### src/logic/tafcs_pkg.sv
// Constants and types for the touch converter filter and channel select block
//
// Operation
// Code 101 measures pressure sample one, result to offset 0x0A.
// Code 100 measures pressure sample two, result to offset 0x0B.
// Code 001 does one diode temperature conversion into offset 0x0D; the code takes as many conversions as the filter settings select.
// Temperature conversions always use longest acquisition, 16 units.
// Temperature limits compare against raw value held at offset 0x0D; the code passes on the filtered result stored there.
// Median filter keeps measurements sorted smallest to largest.
// Bits 6:5 of control two pick median: off, 4, 8, 16.
// Bits 8:7 of control two pick averaging: 2, 4, 8, 16.
// Only the final averaged value ever reaches a result register.
// Both filter fields zero: exactly one measurement is transferred.
// Host keeps median window at least as large as averaging window.
// Equal median and average counts: no sorting, plain average.
// Median larger than average A: average the A middle sorted entries.
// Each sorted insertion costs about 2 us, lengthening update time.
// Channel select field sits in bits 14:12 of control one, 0x01.
// Code 011 converts spare analog input into shared register 0x0C.
// Code 010 measures the supply monitor on the multifunction pin.
// Bit 13 of control two turns the pin into digital I/O.
// Supply monitor results share result register 0x0C.
// Twelve-bit results sit right-aligned, upper four bits read zero.
`default_nettype none

package tafcs_pkg;

  // ----------------------------------------------------------------
  // Register map
  // ----------------------------------------------------------------
  localparam logic [7:0] ADDR_CONV_CTRL = 8'h01;
  localparam logic [7:0] ADDR_FILT_PIN = 8'h02;
  localparam logic [7:0] ADDR_PRESS_ONE = 8'h0A;
  localparam logic [7:0] ADDR_PRESS_TWO = 8'h0B;
  localparam logic [7:0] ADDR_SPARE = 8'h0C;
  localparam logic [7:0] ADDR_TEMP = 8'h0D;
  localparam int REG_W = 16;
  localparam int RESULT_W = 12;
  localparam logic [15:0] REG_RESET = 16'h0000;

  // ----------------------------------------------------------------
  // Field positions
  // ----------------------------------------------------------------
  localparam int CHAN_LSB = 12;
  localparam int ACQ_LSB = 8;
  localparam int MED_LSB = 5;
  localparam int AVG_LSB = 7;
  localparam int PIN_GPIO_BIT = 13;

  // ----------------------------------------------------------------
  // Channel codes and acquisition settings
  // ----------------------------------------------------------------
  localparam logic [2:0] CHAN_TEMP = 3'h1;
  localparam logic [2:0] CHAN_SUPPLY = 3'h2;
  localparam logic [2:0] CHAN_SPARE = 3'h3;
  localparam logic [2:0] CHAN_PRESS_TWO = 3'h4;
  localparam logic [2:0] CHAN_PRESS_ONE = 3'h5;
  localparam logic [1:0] ACQ_LONGEST = 2'h3;

  // ----------------------------------------------------------------
  // Timing
  // ----------------------------------------------------------------
  localparam int CLK_PERIOD_PS = 4000;
  // Sorted insertion time is in microseconds
  localparam int T_SORT_US = 2;
  localparam int T_SORT_PS = T_SORT_US * 1000000;
  localparam int SORT_CYCLES = (T_SORT_PS + CLK_PERIOD_PS - 1) / CLK_PERIOD_PS;

  // ----------------------------------------------------------------
  // Carriers
  // ----------------------------------------------------------------
  typedef struct packed {
    logic wr;
    logic rd;
    logic [7:0] addr;
    logic [15:0] wdata;
  } tafcs_reg_req_t;

  typedef struct packed {
    logic [2:0] chan;
    logic [1:0] acq;
  } tafcs_conv_cfg_t;

  typedef enum {ST_IDLE, ST_CONV, ST_SORT, ST_SUM, ST_STORE} tafcs_state_t;

endpackage : tafcs_pkg

`default_nettype wire

### src/logic/tafcs_rank_array.sv
// Sorted insertion array holding the median filter window
`default_nettype none
`timescale 1ns/1ps

module tafcs_rank_array #(
  parameter int DEPTH = 16,
  parameter int W = 12
) (
  // Clock and reset
  input wire logic i_core_clk,
  input wire logic i_rst_n,
  // Control
  input wire logic i_clear,
  input wire logic i_insert,
  input wire logic [W-1:0] i_sample,
  // Sorted contents, entry 0 smallest
  output logic [W-1:0] o_entry [DEPTH]
);

  localparam logic [W-1:0] FILL = {W{1'b1}};

  logic [W-1:0] entry_q [DEPTH];

  // ----------------------------------------------------------------
  // Per-entry shift-insert cell
  // ----------------------------------------------------------------
  // Empty slots hold the maximum so any sample below the maximum lands before them
  for (genvar i = 0; i < DEPTH; i++) begin : g_cell
    wire logic below = (i_sample < entry_q[i]);
    wire logic left_big;
    wire logic [W-1:0] shift_in;
    if (i == 0) begin : g_first
      assign left_big = 1'b0;
      assign shift_in = i_sample;
    end else begin : g_rest
      assign left_big = (i_sample < entry_q[i-1]);
      assign shift_in = left_big ? entry_q[i-1] : i_sample;
    end
    always_ff @(posedge i_core_clk or negedge i_rst_n) begin
      if (!i_rst_n) begin
        entry_q[i] <= FILL;
      end else if (i_clear) begin
        entry_q[i] <= FILL;
      end else if (i_insert && below) begin
        entry_q[i] <= shift_in;
      end
    end
    assign o_entry[i] = entry_q[i];
  end

endmodule // tafcs_rank_array

`default_nettype wire

### src/logic/tafcs_filter_chan.sv
// Channel select, rank and mean filter and result registers
`default_nettype none
`timescale 1ns/1ps

module tafcs_filter_chan #(
  parameter int MAX_WIN = 16,
  parameter int SORT_WAIT = tafcs_pkg::SORT_CYCLES
) (
  // Clock and reset
  input wire logic i_core_clk,
  input wire logic i_rst_n,
  // Register port
  input wire tafcs_pkg::tafcs_reg_req_t i_reg,
  output logic [tafcs_pkg::REG_W-1:0] o_reg_rdata,
  output logic o_reg_rvalid,
  // Sequence control
  input wire logic i_start,
  output logic o_busy,
  output logic o_result_done,
  // Converter handshake
  output logic o_conv_req,
  output tafcs_pkg::tafcs_conv_cfg_t o_conv_cfg,
  input wire logic i_conv_valid,
  input wire logic [tafcs_pkg::RESULT_W-1:0] i_conv_data,
  // Pin mode and limit compare source
  output logic o_pin_gpio_mode,
  output logic [tafcs_pkg::REG_W-1:0] o_temp_limit_value
);
  import tafcs_pkg::*;

  localparam int SUM_W = RESULT_W + 4;
  localparam int CNT_W = $clog2(MAX_WIN + 1);
  localparam int IDX_W = $clog2(MAX_WIN);
  localparam int WAIT_W = $clog2(SORT_WAIT + 1);
  localparam logic [WAIT_W-1:0] WAIT_LAST = WAIT_W'(SORT_WAIT - 1);

  // ----------------------------------------------------------------
  // Storage
  // ----------------------------------------------------------------
  tafcs_state_t state_q, state_d;
  logic [REG_W-1:0] conv_ctrl_q;
  logic [REG_W-1:0] filt_pin_q;
  logic [REG_W-1:0] press_one_q;
  logic [REG_W-1:0] press_two_q;
  logic [REG_W-1:0] spare_q;
  logic [REG_W-1:0] temp_q;
  logic [REG_W-1:0] rdata_q;
  logic rvalid_q;
  logic done_q;
  tafcs_conv_cfg_t cfg_q;
  logic [CNT_W-1:0] cnt_q;
  logic [IDX_W-1:0] idx_q;
  logic [WAIT_W-1:0] wait_q;
  logic [SUM_W-1:0] sum_q;
  logic sort_q;
  logic [CNT_W-1:0] total_q;
  logic [CNT_W-1:0] avg_n_q;
  logic [2:0] shift_q;
  logic [IDX_W-1:0] lo_q;
  logic [RESULT_W-1:0] rank [MAX_WIN];

  // ----------------------------------------------------------------
  // Field decode
  // ----------------------------------------------------------------
  wire logic [2:0] chan_sel = conv_ctrl_q[CHAN_LSB +: 3];
  wire logic [1:0] acq_sel = conv_ctrl_q[ACQ_LSB +: 2];
  wire logic [1:0] med_code = filt_pin_q[MED_LSB +: 2];
  wire logic [1:0] avg_code = filt_pin_q[AVG_LSB +: 2];
  wire logic gpio_mode = filt_pin_q[PIN_GPIO_BIT];

  // Window sizes as powers of two
  wire logic [CNT_W-1:0] med_n = CNT_W'(2) << med_code;
  wire logic [CNT_W-1:0] avg_n = CNT_W'(2) << avg_code;
  wire logic single = (med_code == 2'h0) && (avg_code == 2'h0);
  wire logic sort_sel = (med_code != 2'h0) && (med_code > avg_code);
  wire logic [CNT_W-1:0] total_n = single ? CNT_W'(1) : (sort_sel ? med_n : avg_n);
  wire logic [CNT_W-1:0] avg_use = single ? CNT_W'(1) : avg_n;
  wire logic [2:0] shift_n = single ? 3'h0 : (3'h1 + {1'b0, avg_code});
  wire logic [CNT_W-1:0] lo_n = (med_n - avg_n) >> 1;

  // Only mapped channels start; pin channels refused in digital mode
  wire logic pin_chan = (chan_sel == CHAN_SPARE) || (chan_sel == CHAN_SUPPLY);
  wire logic chan_ok = (chan_sel == CHAN_TEMP) || (chan_sel == CHAN_PRESS_ONE) ||
                       (chan_sel == CHAN_PRESS_TWO) || (pin_chan && !gpio_mode);
  wire logic go = i_start && (state_q == ST_IDLE) && chan_ok;

  // Temperature forces the longest acquisition
  wire logic [1:0] acq_use = (chan_sel == CHAN_TEMP) ? ACQ_LONGEST : acq_sel;

  // ----------------------------------------------------------------
  // Sample flow
  // ----------------------------------------------------------------
  wire logic take = (state_q == ST_CONV) && i_conv_valid;
  wire logic last_sample = (cnt_q == total_q - CNT_W'(1));
  wire logic sort_done = (state_q == ST_SORT) && (wait_q == WAIT_LAST);
  wire logic last_sum = (state_q == ST_SUM) && (cnt_q == avg_n_q - CNT_W'(1));
  wire logic [SUM_W-1:0] add_val = (state_q == ST_SUM) ? SUM_W'(rank[idx_q]) : SUM_W'(i_conv_data);
  wire logic add_en = (take && !sort_q) || (state_q == ST_SUM);
  wire logic [SUM_W-1:0] sum_next = sum_q + add_val;
  wire logic [SUM_W-1:0] mean_full = sum_q >> shift_q;
  wire logic [REG_W-1:0] result = {{(REG_W-RESULT_W){1'b0}}, mean_full[RESULT_W-1:0]};

  // Median window storage
  tafcs_rank_array #(
    .DEPTH(MAX_WIN),
    .W(RESULT_W)
  ) u_rank (
    .i_core_clk(i_core_clk),
    .i_rst_n(i_rst_n),
    .i_clear(go),
    .i_insert(take && sort_q),
    .i_sample(i_conv_data),
    .o_entry(rank)
  );

  // ----------------------------------------------------------------
  // Sequencer
  // ----------------------------------------------------------------
  // Next state of the filter sequence
  always_comb begin
    state_d = state_q;
    case (state_q)
      ST_IDLE: begin
        if (go) begin
          state_d = ST_CONV;
        end
      end
      ST_CONV: begin
        if (i_conv_valid) begin
          if (sort_q) begin
            state_d = ST_SORT;
          end else if (last_sample) begin
            state_d = ST_STORE;
          end
        end
      end
      ST_SORT: begin
        if (sort_done) begin
          state_d = last_sample ? ST_SUM : ST_CONV;
        end
      end
      ST_SUM: begin
        if (last_sum) begin
          state_d = ST_STORE;
        end
      end
      ST_STORE: state_d = ST_IDLE;
      default: state_d = ST_IDLE;
    endcase
  end

  // State register
  always_ff @(posedge i_core_clk or negedge i_rst_n) begin
    if (!i_rst_n) begin
      state_q <= ST_IDLE;
    end else begin
      state_q <= state_d;
    end
  end

  // Latch window setup at sequence start
  always_ff @(posedge i_core_clk or negedge i_rst_n) begin
    if (!i_rst_n) begin
      cfg_q <= '0;
      sort_q <= 1'b0;
      total_q <= '0;
      avg_n_q <= '0;
      shift_q <= 3'h0;
      lo_q <= '0;
    end else if (go) begin
      cfg_q <= '{chan: chan_sel, acq: acq_use};
      sort_q <= sort_sel;
      total_q <= total_n;
      avg_n_q <= avg_use;
      shift_q <= shift_n;
      lo_q <= lo_n[IDX_W-1:0];
    end
  end

  // Sample and summation counter, reused in the sum phase
  always_ff @(posedge i_core_clk or negedge i_rst_n) begin
    if (!i_rst_n) begin
      cnt_q <= '0;
    end else if (go || (sort_done && last_sample)) begin
      cnt_q <= '0;
    end else if ((take && !sort_q) || sort_done || (state_q == ST_SUM)) begin
      cnt_q <= cnt_q + CNT_W'(1);
    end
  end

  // Index into the middle of the sorted window
  always_ff @(posedge i_core_clk or negedge i_rst_n) begin
    if (!i_rst_n) begin
      idx_q <= '0;
    end else if (sort_done && last_sample) begin
      idx_q <= lo_q;
    end else if (state_q == ST_SUM) begin
      idx_q <= idx_q + IDX_W'(1);
    end
  end

  // Insertion delay per sorted sample
  always_ff @(posedge i_core_clk or negedge i_rst_n) begin
    if (!i_rst_n) begin
      wait_q <= '0;
    end else if (state_q == ST_SORT) begin
      wait_q <= wait_q + WAIT_W'(1);
    end else begin
      wait_q <= '0;
    end
  end

  // Running sum, never visible in the map
  always_ff @(posedge i_core_clk or negedge i_rst_n) begin
    if (!i_rst_n) begin
      sum_q <= '0;
    end else if (go) begin
      sum_q <= '0;
    end else if (add_en) begin
      sum_q <= sum_next;
    end
  end

  // ----------------------------------------------------------------
  // Registers
  // ----------------------------------------------------------------
  wire logic wr_ctrl = i_reg.wr && (i_reg.addr == ADDR_CONV_CTRL);
  wire logic wr_filt = i_reg.wr && (i_reg.addr == ADDR_FILT_PIN);
  wire logic store = (state_q == ST_STORE);

  // Host-writable control
  always_ff @(posedge i_core_clk or negedge i_rst_n) begin
    if (!i_rst_n) begin
      conv_ctrl_q <= REG_RESET;
      filt_pin_q <= REG_RESET;
    end else begin
      if (wr_ctrl) begin
        conv_ctrl_q <= i_reg.wdata;
      end
      if (wr_filt) begin
        filt_pin_q <= i_reg.wdata;
      end
    end
  end

  // Result routing by channel, final value only
  always_ff @(posedge i_core_clk or negedge i_rst_n) begin
    if (!i_rst_n) begin
      press_one_q <= REG_RESET;
      press_two_q <= REG_RESET;
      spare_q <= REG_RESET;
      temp_q <= REG_RESET;
    end else if (store) begin
      case (cfg_q.chan)
        CHAN_PRESS_ONE: press_one_q <= result;
        CHAN_PRESS_TWO: press_two_q <= result;
        CHAN_TEMP: temp_q <= result;
        CHAN_SPARE: spare_q <= result;
        CHAN_SUPPLY: spare_q <= result;
        default: ;
      endcase
    end
  end

  // Read mux, unmapped offsets return zero
  wire logic [REG_W-1:0] rd_mux =
    (i_reg.addr == ADDR_CONV_CTRL) ? conv_ctrl_q :
    (i_reg.addr == ADDR_FILT_PIN) ? filt_pin_q :
    (i_reg.addr == ADDR_PRESS_ONE) ? press_one_q :
    (i_reg.addr == ADDR_PRESS_TWO) ? press_two_q :
    (i_reg.addr == ADDR_SPARE) ? spare_q :
    (i_reg.addr == ADDR_TEMP) ? temp_q : REG_RESET;

  // Read data and completion flags
  always_ff @(posedge i_core_clk or negedge i_rst_n) begin
    if (!i_rst_n) begin
      rdata_q <= REG_RESET;
      rvalid_q <= 1'b0;
      done_q <= 1'b0;
    end else begin
      rvalid_q <= i_reg.rd;
      done_q <= store;
      if (i_reg.rd) begin
        rdata_q <= rd_mux;
      end
    end
  end

  // ----------------------------------------------------------------
  // Outputs
  // ----------------------------------------------------------------
  assign o_reg_rdata = rdata_q;
  assign o_reg_rvalid = rvalid_q;
  assign o_busy = (state_q != ST_IDLE);
  assign o_result_done = done_q;
  assign o_conv_req = (state_q == ST_CONV);
  assign o_conv_cfg = cfg_q;
  assign o_pin_gpio_mode = gpio_mode;
  assign o_temp_limit_value = temp_q;

endmodule // tafcs_filter_chan

`default_nettype wire

### config.mk
export PLATFORM = sky130hd
export DESIGN_NAME = tafcs_filter_chan
export DESIGN_NICKNAME = d
export VERILOG_FILES = /design/src/logic/tafcs_pkg.sv /design/src/logic/tafcs_rank_array.sv /design/src/logic/tafcs_filter_chan.sv
export SDC_FILE = /design/constraint.sdc
export NUM_CORES = 1
export LEC_CHECK = 0
export BUFFER_PORTS_ARGS = -buffer_cell sky130_fd_sc_hd__buf_2
export CAP_MARGIN = 20
export CORE_UTILIZATION = 61
export CTS_CLUSTER_SIZE = 30
export DETAILED_ROUTE_END_ITERATION = 16
export PLACE_DENSITY_LB_ADDON = 0.2
export SYNTH_ARGS = -nofsm -noshare
export SYNTH_HDL_FRONTEND = slang
export SYNTH_SLANG_ARGS = --single-unit
### constraint.sdc
create_clock -name i_core_clk -period 4.8 [get_ports i_core_clk]
set_input_delay 0.48 -clock i_core_clk [delete_from_list [all_inputs] [get_ports i_core_clk]]
set_output_delay 0.48 -clock i_core_clk [all_outputs]
set_load 0.02 [all_outputs]
# Word-level counts from Yosys, hierarchy flattened
# Cells that the tools add are included.
[op_classes]
n_shift = 3
bitwise_logic = 1
magnitude_cmp = 18
n_addsub = 8
n_eq_ne = 31
n_reduce_logical = 70
muxes = 77
[ops]
columns = ["operator", "count"]
rows = [
  ["$mux W12", 54],
  ["$lt A12 B12 Y1", 16],
  ["$mux W32", 6],
  ["$pmux W32 S4", 1],
  ["$eq A32 B2 Y1 const B", 3],
  ["$eq A32 B3 Y1 const B", 2],
  ["$logic_not A32 Y1", 2],
  ["$mux W16", 4],
  ["$bmux W12 S4", 1],
  ["$reduce_bool A2 Y1", 20],
  ["$eq A32 B1 Y1 const B", 1],
  ["$eq A32 B4 Y1 const B", 1],
  ["$eq A8 B4 Y1 const B", 4],
  ["$reduce_bool A32 Y1", 1],
  ["$logic_and A1 B1 Y1", 29],
  ["$mux W5", 5],
  ["$add A16 B12 Y16", 1],
  ["$shr A16 B3 Y12", 1],
  ["$eq A3 B2 Y1 const B", 4],
  ["$eq A3 B3 Y1 const B", 4],
  ["$eq A5 B5 Y1", 2],
  ["$shl A2 B2 Y5 const A", 2],
  ["$sub A5 B1 Y5 const B", 2],
  ["$add A9 B1 Y9 const B", 1],
  ["23 further kinds", 41],
]
[totals]
inputBits = 42
wordCells = 245
ff_bits = 379

# Depth between registers and ports, before layout
# Gate-level depths: netlist of the first run.
[depth]
depth_word = 8
mapped_depth = 17
depth_no_buf = 14

# By module
# Synthesis of the first run repeated with hierarchy kept, for this count alone.
[hier_totals]
hier_cells = 2432
hier_area_um2 = 23842.9
[by_module_without_submodules]
columns = ["mod", "area_per_inst_um2", "n_inst", "cells_each"]
rows = [
  ["tafcs_rank_array", 13869.6, 1, 1446],
  ["tafcs_filter_chan", 9973.3, 1, 986],
]

# Least setup slack after synthesis of the first run
# OpenSTA, ideal clock, no wires.
[synth_path]
kind = "reg2reg"
startpoint = "reg idx_q[0]"
endpoint = "reg sum_q[12]"
arrival_ps = 3638
required_time_ps = 4672
path_slack_ps = 1034
setup_ps = 128
path_stages_with_launch = 18
cell_sequence = "dfrtp_1 > buf_2 > buf_2 > buf_2 > mux2i_1 > o221ai_1 > o21ai_0 > nand2_1 > o221ai_1 > o21ai_0 > ha_1 > fa_1 > a21o_1 > a221oi_1 > a211oi_1 > a211o_1 > mux2i_1 > nand3_1"
[synth_via]
elab_chain_cells = 8
[synth_rtl]
columns = ["element", "line_no", "text"]
rows = [
  ["start, declared", "tafcs_filter_chan.sv:52", "logic [IDX_W-1:0] idx_q;"],
  ["start signal, assigned", "tafcs_filter_chan.sv:196", "idx_q <= lo_q;"],
  ["start signal, assigned", "tafcs_filter_chan.sv:198", "idx_q <= idx_q + IDX_W'(1);"],
  ["$not A4 Y5 (implied by the code)", "tafcs_filter_chan.sv:97", "wire logic [SUM_W-1:0] add_val = (state_q == ST_SUM) ? SUM_W'(rank[idx_q]) : SUM_W'(i_conv_data);"],
  ["$bmux W12 S4", "tafcs_filter_chan.sv:97", ""],
  ["$mux W12 (implied by the code) (2 in a row)", "tafcs_filter_chan.sv:97", ""],
  ["$mux W12", "tafcs_filter_chan.sv:97", ""],
  ["$add A16 B12 Y16", "tafcs_filter_chan.sv:99", "wire logic [SUM_W-1:0] sum_next = sum_q + add_val;"],
  ["$mux W16", "tafcs_filter_chan.sv:219", "end else if (add_en) begin"],
  ["$mux W16", "tafcs_filter_chan.sv:217", "end else if (go) begin"],
  ["end signal, assigned", "tafcs_filter_chan.sv:220", "sum_q <= sum_next;"],
  ["end, declared", "tafcs_filter_chan.sv:54", "logic [SUM_W-1:0] sum_q;"],
]
# Every way passes these cells. The select of a mux whose other input is x is not followed.
# A chain may end at the register's enable or synchronous reset.

# Final worst setup path of the first run
# Same ends and word-level chain as after synthesis.

==> impl_metrics.yaml, run 1 <==
status:
  status: "finished clean"
worst_setup_path:
  critPathRequiredTime_ns: 5.26
  crit_path_end: "sum_q[12]"
  r2r_slack_ns: 0.61
  arrival_ns: 4.65
  criticalPathCategory: "register to register"
  reg2reg_depth: 12
  crit_fanout: 30
  r2r-start: "idx_q[0]"
  rr_endpoint: "sum_q[12]"
  endpoint_kind: "register"
  cp-start-kind: "register"
  crit_path_start: "idx_q[0]"
global_route:
  grt_usage: 0.365
  grt_use_met3: 0.0770
  grt_antenna_before_repair: 3
  gr-usage-met1: 0.516
  grt_pass1_wl_um: 113000
  use_met2: 0.543
  grt_start_max_net_pins: 125
  grt_overflow: 0
  first_global_vias: 19200
  busiest_layer: "met2"
cts:
  ctsHoldBuffers: 0
  cts_setup_buffers: 0
  cts_resized: 0
  cts_buffers: 40
  clockRootBuffer: "clkbuf_16"
  path_clk_slew_ns: 0.07
  cts_tree: "built"
  clk_latency_ns: 0.59
  h-tree-depth: 2
  clockBufferDepth: 3
  cts.sinks: 348
drt:
  postRouteAntennaNets: 0
  vias_per_cell: 6.53
  drc: 0
  drt_first_pass_iters: 6
  drt-initial-drc-count: 1909
  vias: 19400
  wl_per_cell_um: 24.5
  drt-total-wl_um: 72500
placement:
  dp_cells: 2889
  gp_congestion: 0.971
  port_buffers: 79
  place_hpwl_um: 50700
finish:
  drive_gt1_frac: 0.213
  area.growth.synth_to_final_pct: 9.33
  seqCellArea_um2: 8950
  multi_input_area_um2: 13600
  final_cell_mix: "mux2i_1 (367), nor2_1 (220), inv_1 (207), ha_1 (204), dfstp_2 (192)"
  layout.nets: 2660
  final_cell_count_no_fill: 2965
  nFillCells: 3011
  final_common_cell: "mux2i_1"
power:
  power_density_nw_per_um2: 599
  max-vdd-ir-drop_v: 0.000462
  power.internal_mw: 9.29
  power_frac_comb: 0.394
  p_seq_frac: 0.403
  pwr-share-clk: 0.204
  leakage_nw: 13.6
  switching_share: 0.408
  p_switching_mw: 6.41
die:
  dieWidth_um: 200
  rows: 72
  core_um2: 38700
  io-pin-count: 84
  die-area_um2: 40100
  start_util: 0.618
  die_h_um: 200
timing:
  max_freq_ghz: 0.238
  drv_slew: 0
  fin_setup_tns_ns: 0
  min_period_over_period: 0.874
  rsz0062_at_grt: "no"
  hold_viol: 0
  finClkSkew_ns: 0.0198
  worst_slew_pin_slew_ns: 1.04
  setup_viol: 0
  fin_crit_ns: 4.19
  slew-limit-headroom: 0.305
synthesis:
  ys_seq_area_frac: 0.374
  syn_area_um2: 24000
  avgSynthCellArea_um2: 10.0
  synthArstFlopShare: 1.00
  ys_warn_count: 0
  synth_flop_cell: "dfstp_2"
  synth-edff-count: 0
  ys_types: 72
  synthCells: 2392
  ys_ff_latch: 348
min_path:
  min_path_type: "input pin to asynchronous set/reset pin"
flow_run:
  maxCapViolCount: 0
-- worst max-delay path, cell delays in order (launching register included) --
cell	delay [ns]
dfrtp_4	0.76
buf_4	0.40
mux4_2	0.36
o221ai_1	0.22
o21ai_0	0.13
ha_1	0.25
fa_1	0.42
a21o_1	0.20
a221oi_1	0.54
a211oi_1	0.17
a211o_1	0.34
mux2i_1	0.17
nand3_1	0.09
-- power by group through the flow --
stage	clock network (mW)	logic [mW]	registers [mW]
6_report	3.20	6.18	6.32
5_1_grt	3.34	6.89	6.32
4_1_cts	3.23	6.13	6.17
3_5_place_dp	0	6.07	6.21
3_3_place_gp	0	5.75	6.23
2_1_floorplan	0	4.84	5.16
-- layout make-up --
type	instances	area share
multi-input cells	1687	0.520
flip-flops and latches	348	0.342
clock buffers	60	0.0461
repair buffers	129	0.0308
inverters	207	0.0297
well taps	518	0.0247
clock inverters	14	0.00702
diodes	2	0.000191
-- logic make-up after synthesis --
| logic type | after synthesis | synth area share |
|---|---|---|
| and+or+nand+nor | 525 | 0.0989 |
| muxes | 479 | 0.225 |
| AOI/OAI and AO/OA | 439 | 0.122 |
| buffers and inverters | 360 | 0.0594 |
| DFF | 348 | 0.374 |
| adders and majority gates | 205 | 0.107 |
| xor gates and xnor gates | 35 | 0.0128 |
| other | 1 | 0.000157 |
-- registers in the layout (all words and copies together), names as in the netlist, 4 cells and up --
register and cells:
u_rank.o_entry 192, conv_ctrl_q 16, filt_pin_q 16, o_reg_rdata 16, sum_q 16, o_temp_limit_value 12
press_one_q 12, press_two_q 12, spare_q 12, wait_q 9, cnt_q 5, o_conv_cfg 5
total_q 5, avg_n_q 4, idx_q 4, lo_q 4
-- synthesized netlist by cell type, drive strengths merged, types with 17 or more instances --
cell type	n	share of area
dfstp	192	0.21
nor2	221	0.035
a2bb2oi	48	0.018
mux4	38	0.036
xnor2	18	0.0066
dfrtp	156	0.16
nand2	150	0.024
ha	204	0.11
o221ai	25	0.0091
mux2	74	0.036
a21oi	95	0.020
xor2	17	0.0062
mux2i	367	0.15
buf	45	0.010
clkbuf	108	0.017
o21ai	132	0.028
inv	207	0.032
nand3	47	0.0098
a21o	32	0.010
-- metal layers --
layer	part of all wire	wire length, um
met5	0	0
met4	0.040	2900
met3	0.099	7170
met2	0.44	31600
met1	0.43	30800
-- per-stage QoR --
stage / hold WS [ns] / utilization / instance area, um^2 / total power, mW / setup WS (ns)
CTS: 0.0249 / 0.676 / 26200 / 15.5 / 0.647
global route: 0.0908 / 0.676 / 26200 / 16.5 / 0.289
finish: 0.0346 / 0.676 / 26200 / 15.7 / 0.606
floorplan: 0.184 / - / 24000 / 10.0 / 1.03
global placement: 0.439 / 0.640 / 24800 / 12.0 / 0.711
detailed placement: 0.444 / 0.640 / 24800 / 12.3 / 0.668
-- worst min-delay path by stage --
stage / startpoint / endpoint / slack, ns / depth (start not counted)
finish: i_rst_n / sum_q[6] / 0.03 / 1
global route: i_rst_n / sum_q[6] / 0.09 / 1
CTS: i_rst_n / sum_q[6] / 0.02 / 1
detailed placement: wait_q[0] / wait_q[0] / 0.44 / 1
global placement: wait_q[0] / wait_q[0] / 0.44 / 1
floorplan: i_rst_n / avg_n_q[1] / 0.18 / 0
Power figures use the tool's default switching activity.
==> run 2: changes to the inputs <==
==> constraint.sdc (replaced) <==
create_clock -name i_core_clk -period 3.95 [get_ports i_core_clk]
set_input_delay 0.395 -clock i_core_clk [delete_from_list [all_inputs] [get_ports i_core_clk]]
set_output_delay 0.395 -clock i_core_clk [all_outputs]
set_load 0.02 [all_outputs]
==> impl_metrics.yaml, run 2 (synthesis gave the netlist of run 1 again) <==
die:
  die-area_um2: 40100
  rows: 72
  die_h_um: 200
  io-pin-count: 84
  start_util: 0.618
  dieWidth_um: 200
  core_um2: 38700
global_route:
  grt_antenna_before_repair: 0
  gr-usage-met1: 0.501
  grt_pass1_wl_um: 114000
  grt_overflow: 0
  grt_use_met3: 0.0729
  first_global_vias: 19500
  busiest_layer: "met2"
  grt_start_max_net_pins: 122
  use_met2: 0.574
  grt_usage: 0.365
worst_setup_path:
  crit_fanout: 12
  criticalPathCategory: "register to register"
  arrival_ns: 4.13
  slowest_stage: "or3b_2"
  worst_path_most_repeated_cell: "o21ai_0"
  max_stage_delay_ns: 0.50
  crit_chain: "nand2b_1 -> o221ai_1 -> o21ai_0 -> nand2_1 -> o221ai_1 -> o21ai_0 -> ha_1 -> nand2_1 -> o21ai_0 -> or3b_2 -> o2111ai_1 -> xor2_1 -> nor2_1"
  endpoint_kind: "register"
  critPathRequiredTime_ns: 4.40
  cp-start-kind: "register"
placement:
  place_hpwl_um: 51400
  port_buffers: 79
  dp_cells: 2911
  gp_congestion: 0.939
cts:
  h-tree-depth: 2
  path_clk_slew_ns: 0.07
  cts_setup_buffers: 0
  clk_latency_ns: 0.59
  cts.sinks: 348
  clockBufferDepth: 3
  clockRootBuffer: "clkbuf_16"
  cts_buffers: 41
  cts_resized: 0
  cts_tree: "built"
finish:
  fin_util: 0.683
  area.growth.synth_to_final_pct: 10.4
  antenna_cells: 0
  final_cell_mix: "mux2i_1 (367), nor2_1 (220), inv_1 (207), ha_1 (204), dfstp_2 (192)"
  drive_gt1_frac: 0.218
  final_cell_count_no_fill: 2987
  final_common_cell: "mux2i_1"
  layout.nets: 2684
  largest_register_ffs: 192
timing:
  setup_viol: 0
  fin_crit_ns: 3.68
  rsz0062_at_grt: "no"
  fin_setup_tns_ns: 0
  slew-limit-headroom: 0.281
  min_period_over_period: 0.931
  max_freq_ghz: 0.272
  whs_ns: 0.0611
  hold_viol: 0
  finClkSkew_ns: 0.0190
  worst_slew_pin_slew_ns: 1.07
  drv_slew: 0
power:
  power_frac_comb: 0.400
  power_density_nw_per_um2: 721
  leakage_nw: 13.7
  p_seq_frac: 0.395
  power.internal_mw: 11.4
  switching_share: 0.405
  p_switching_mw: 7.72
  max-vdd-ir-drop_v: 0.000453
  pwr-share-clk: 0.206
drt:
  postRouteAntennaNets: 0
  vias_per_cell: 6.50
  drc: 0
  vias: 19400
  drt-initial-drc-count: 1706
  wl_per_cell_um: 24.3
  drt_first_pass_iters: 5
  drt-total-wl_um: 72500
min_path:
  min_path_type: "input pin to register"
flow_run:
  maxCapViolCount: 0
status:
  status: "finished clean"
run 2: layout make-up:
type	instances	area [um^2]
Clock buffer	64	1200
Sequential cell	348	8950
Fill cell	2955	12300
Tap cell	518	648
Multi-Input combinational cell	1687	13600
Clock inverter	11	184
Inverter	207	777
Timing Repair Buffer	152	1070
run 2: metal layers:
layer  part of all wire  vias to the layer above  wire length [um]
li1                   -                     8647                 -
met4              0.033                        0              2390
met2               0.46                      859             33100
met1               0.42                     9729             30700
met5                  0                        -                 0
met3              0.088                      173              6370
run 2: what timing repair did:
action	in CTS	in global routing
setup endpoints to repair	0	0
hold buffers	1	0
hold endpoints to repair	15	0
run 2: metrics by stage:
step / total power [mW] / instance area [um^2] / setup WS, ns
final: 19.1 / 26400 / 0.272
after global routing: 20.2 / 26400 / 0.0244
after CTS: 18.9 / 26400 / 0.310
after detailed placement: 14.9 / 25000 / 0.318
after global placement: 14.6 / 25000 / 0.300
after floorplan: 12.2 / 24000 / 0.184
run 2: path summary, 6_finish.rpt:
path	slack (ns)	depth (start not counted)	from	to
setup / recovery	0.27	13	idx_q[1]	sum_q[13]
min in group asynchronous	0.55	2	i_rst_n	idx_q[1]
hold reg to reg	0.48	1	wait_q[0]	wait_q[0]
setup reg to reg	0.27	13	idx_q[1]	sum_q[13]
max in group asynchronous	2.27	3	i_rst_n	u_rank.o_entry[127]
hold / removal	0.06	2	i_reg[2]	filt_pin_q[2]
run 2: critical path: cells and delay by family (launching register included):
family,cells,cell delay [ns]
compound gates,6,1.38
simple gates,5,1.14
flops,1,0.48
fa+ha+maj,1,0.36
xor+xnor,1,0.17
run 2: power by group through the flow:
stage | clock (mW) | combinational [mW] | sequential, mW
after global routing | 4.10 | 8.51 | 7.57
final | 3.92 | 7.62 | 7.53
after CTS | 3.95 | 7.57 | 7.39
after global placement | 0 | 7.13 | 7.42
after floorplan | 0 | 5.88 | 6.28
after detailed placement | 0 | 7.51 | 7.43
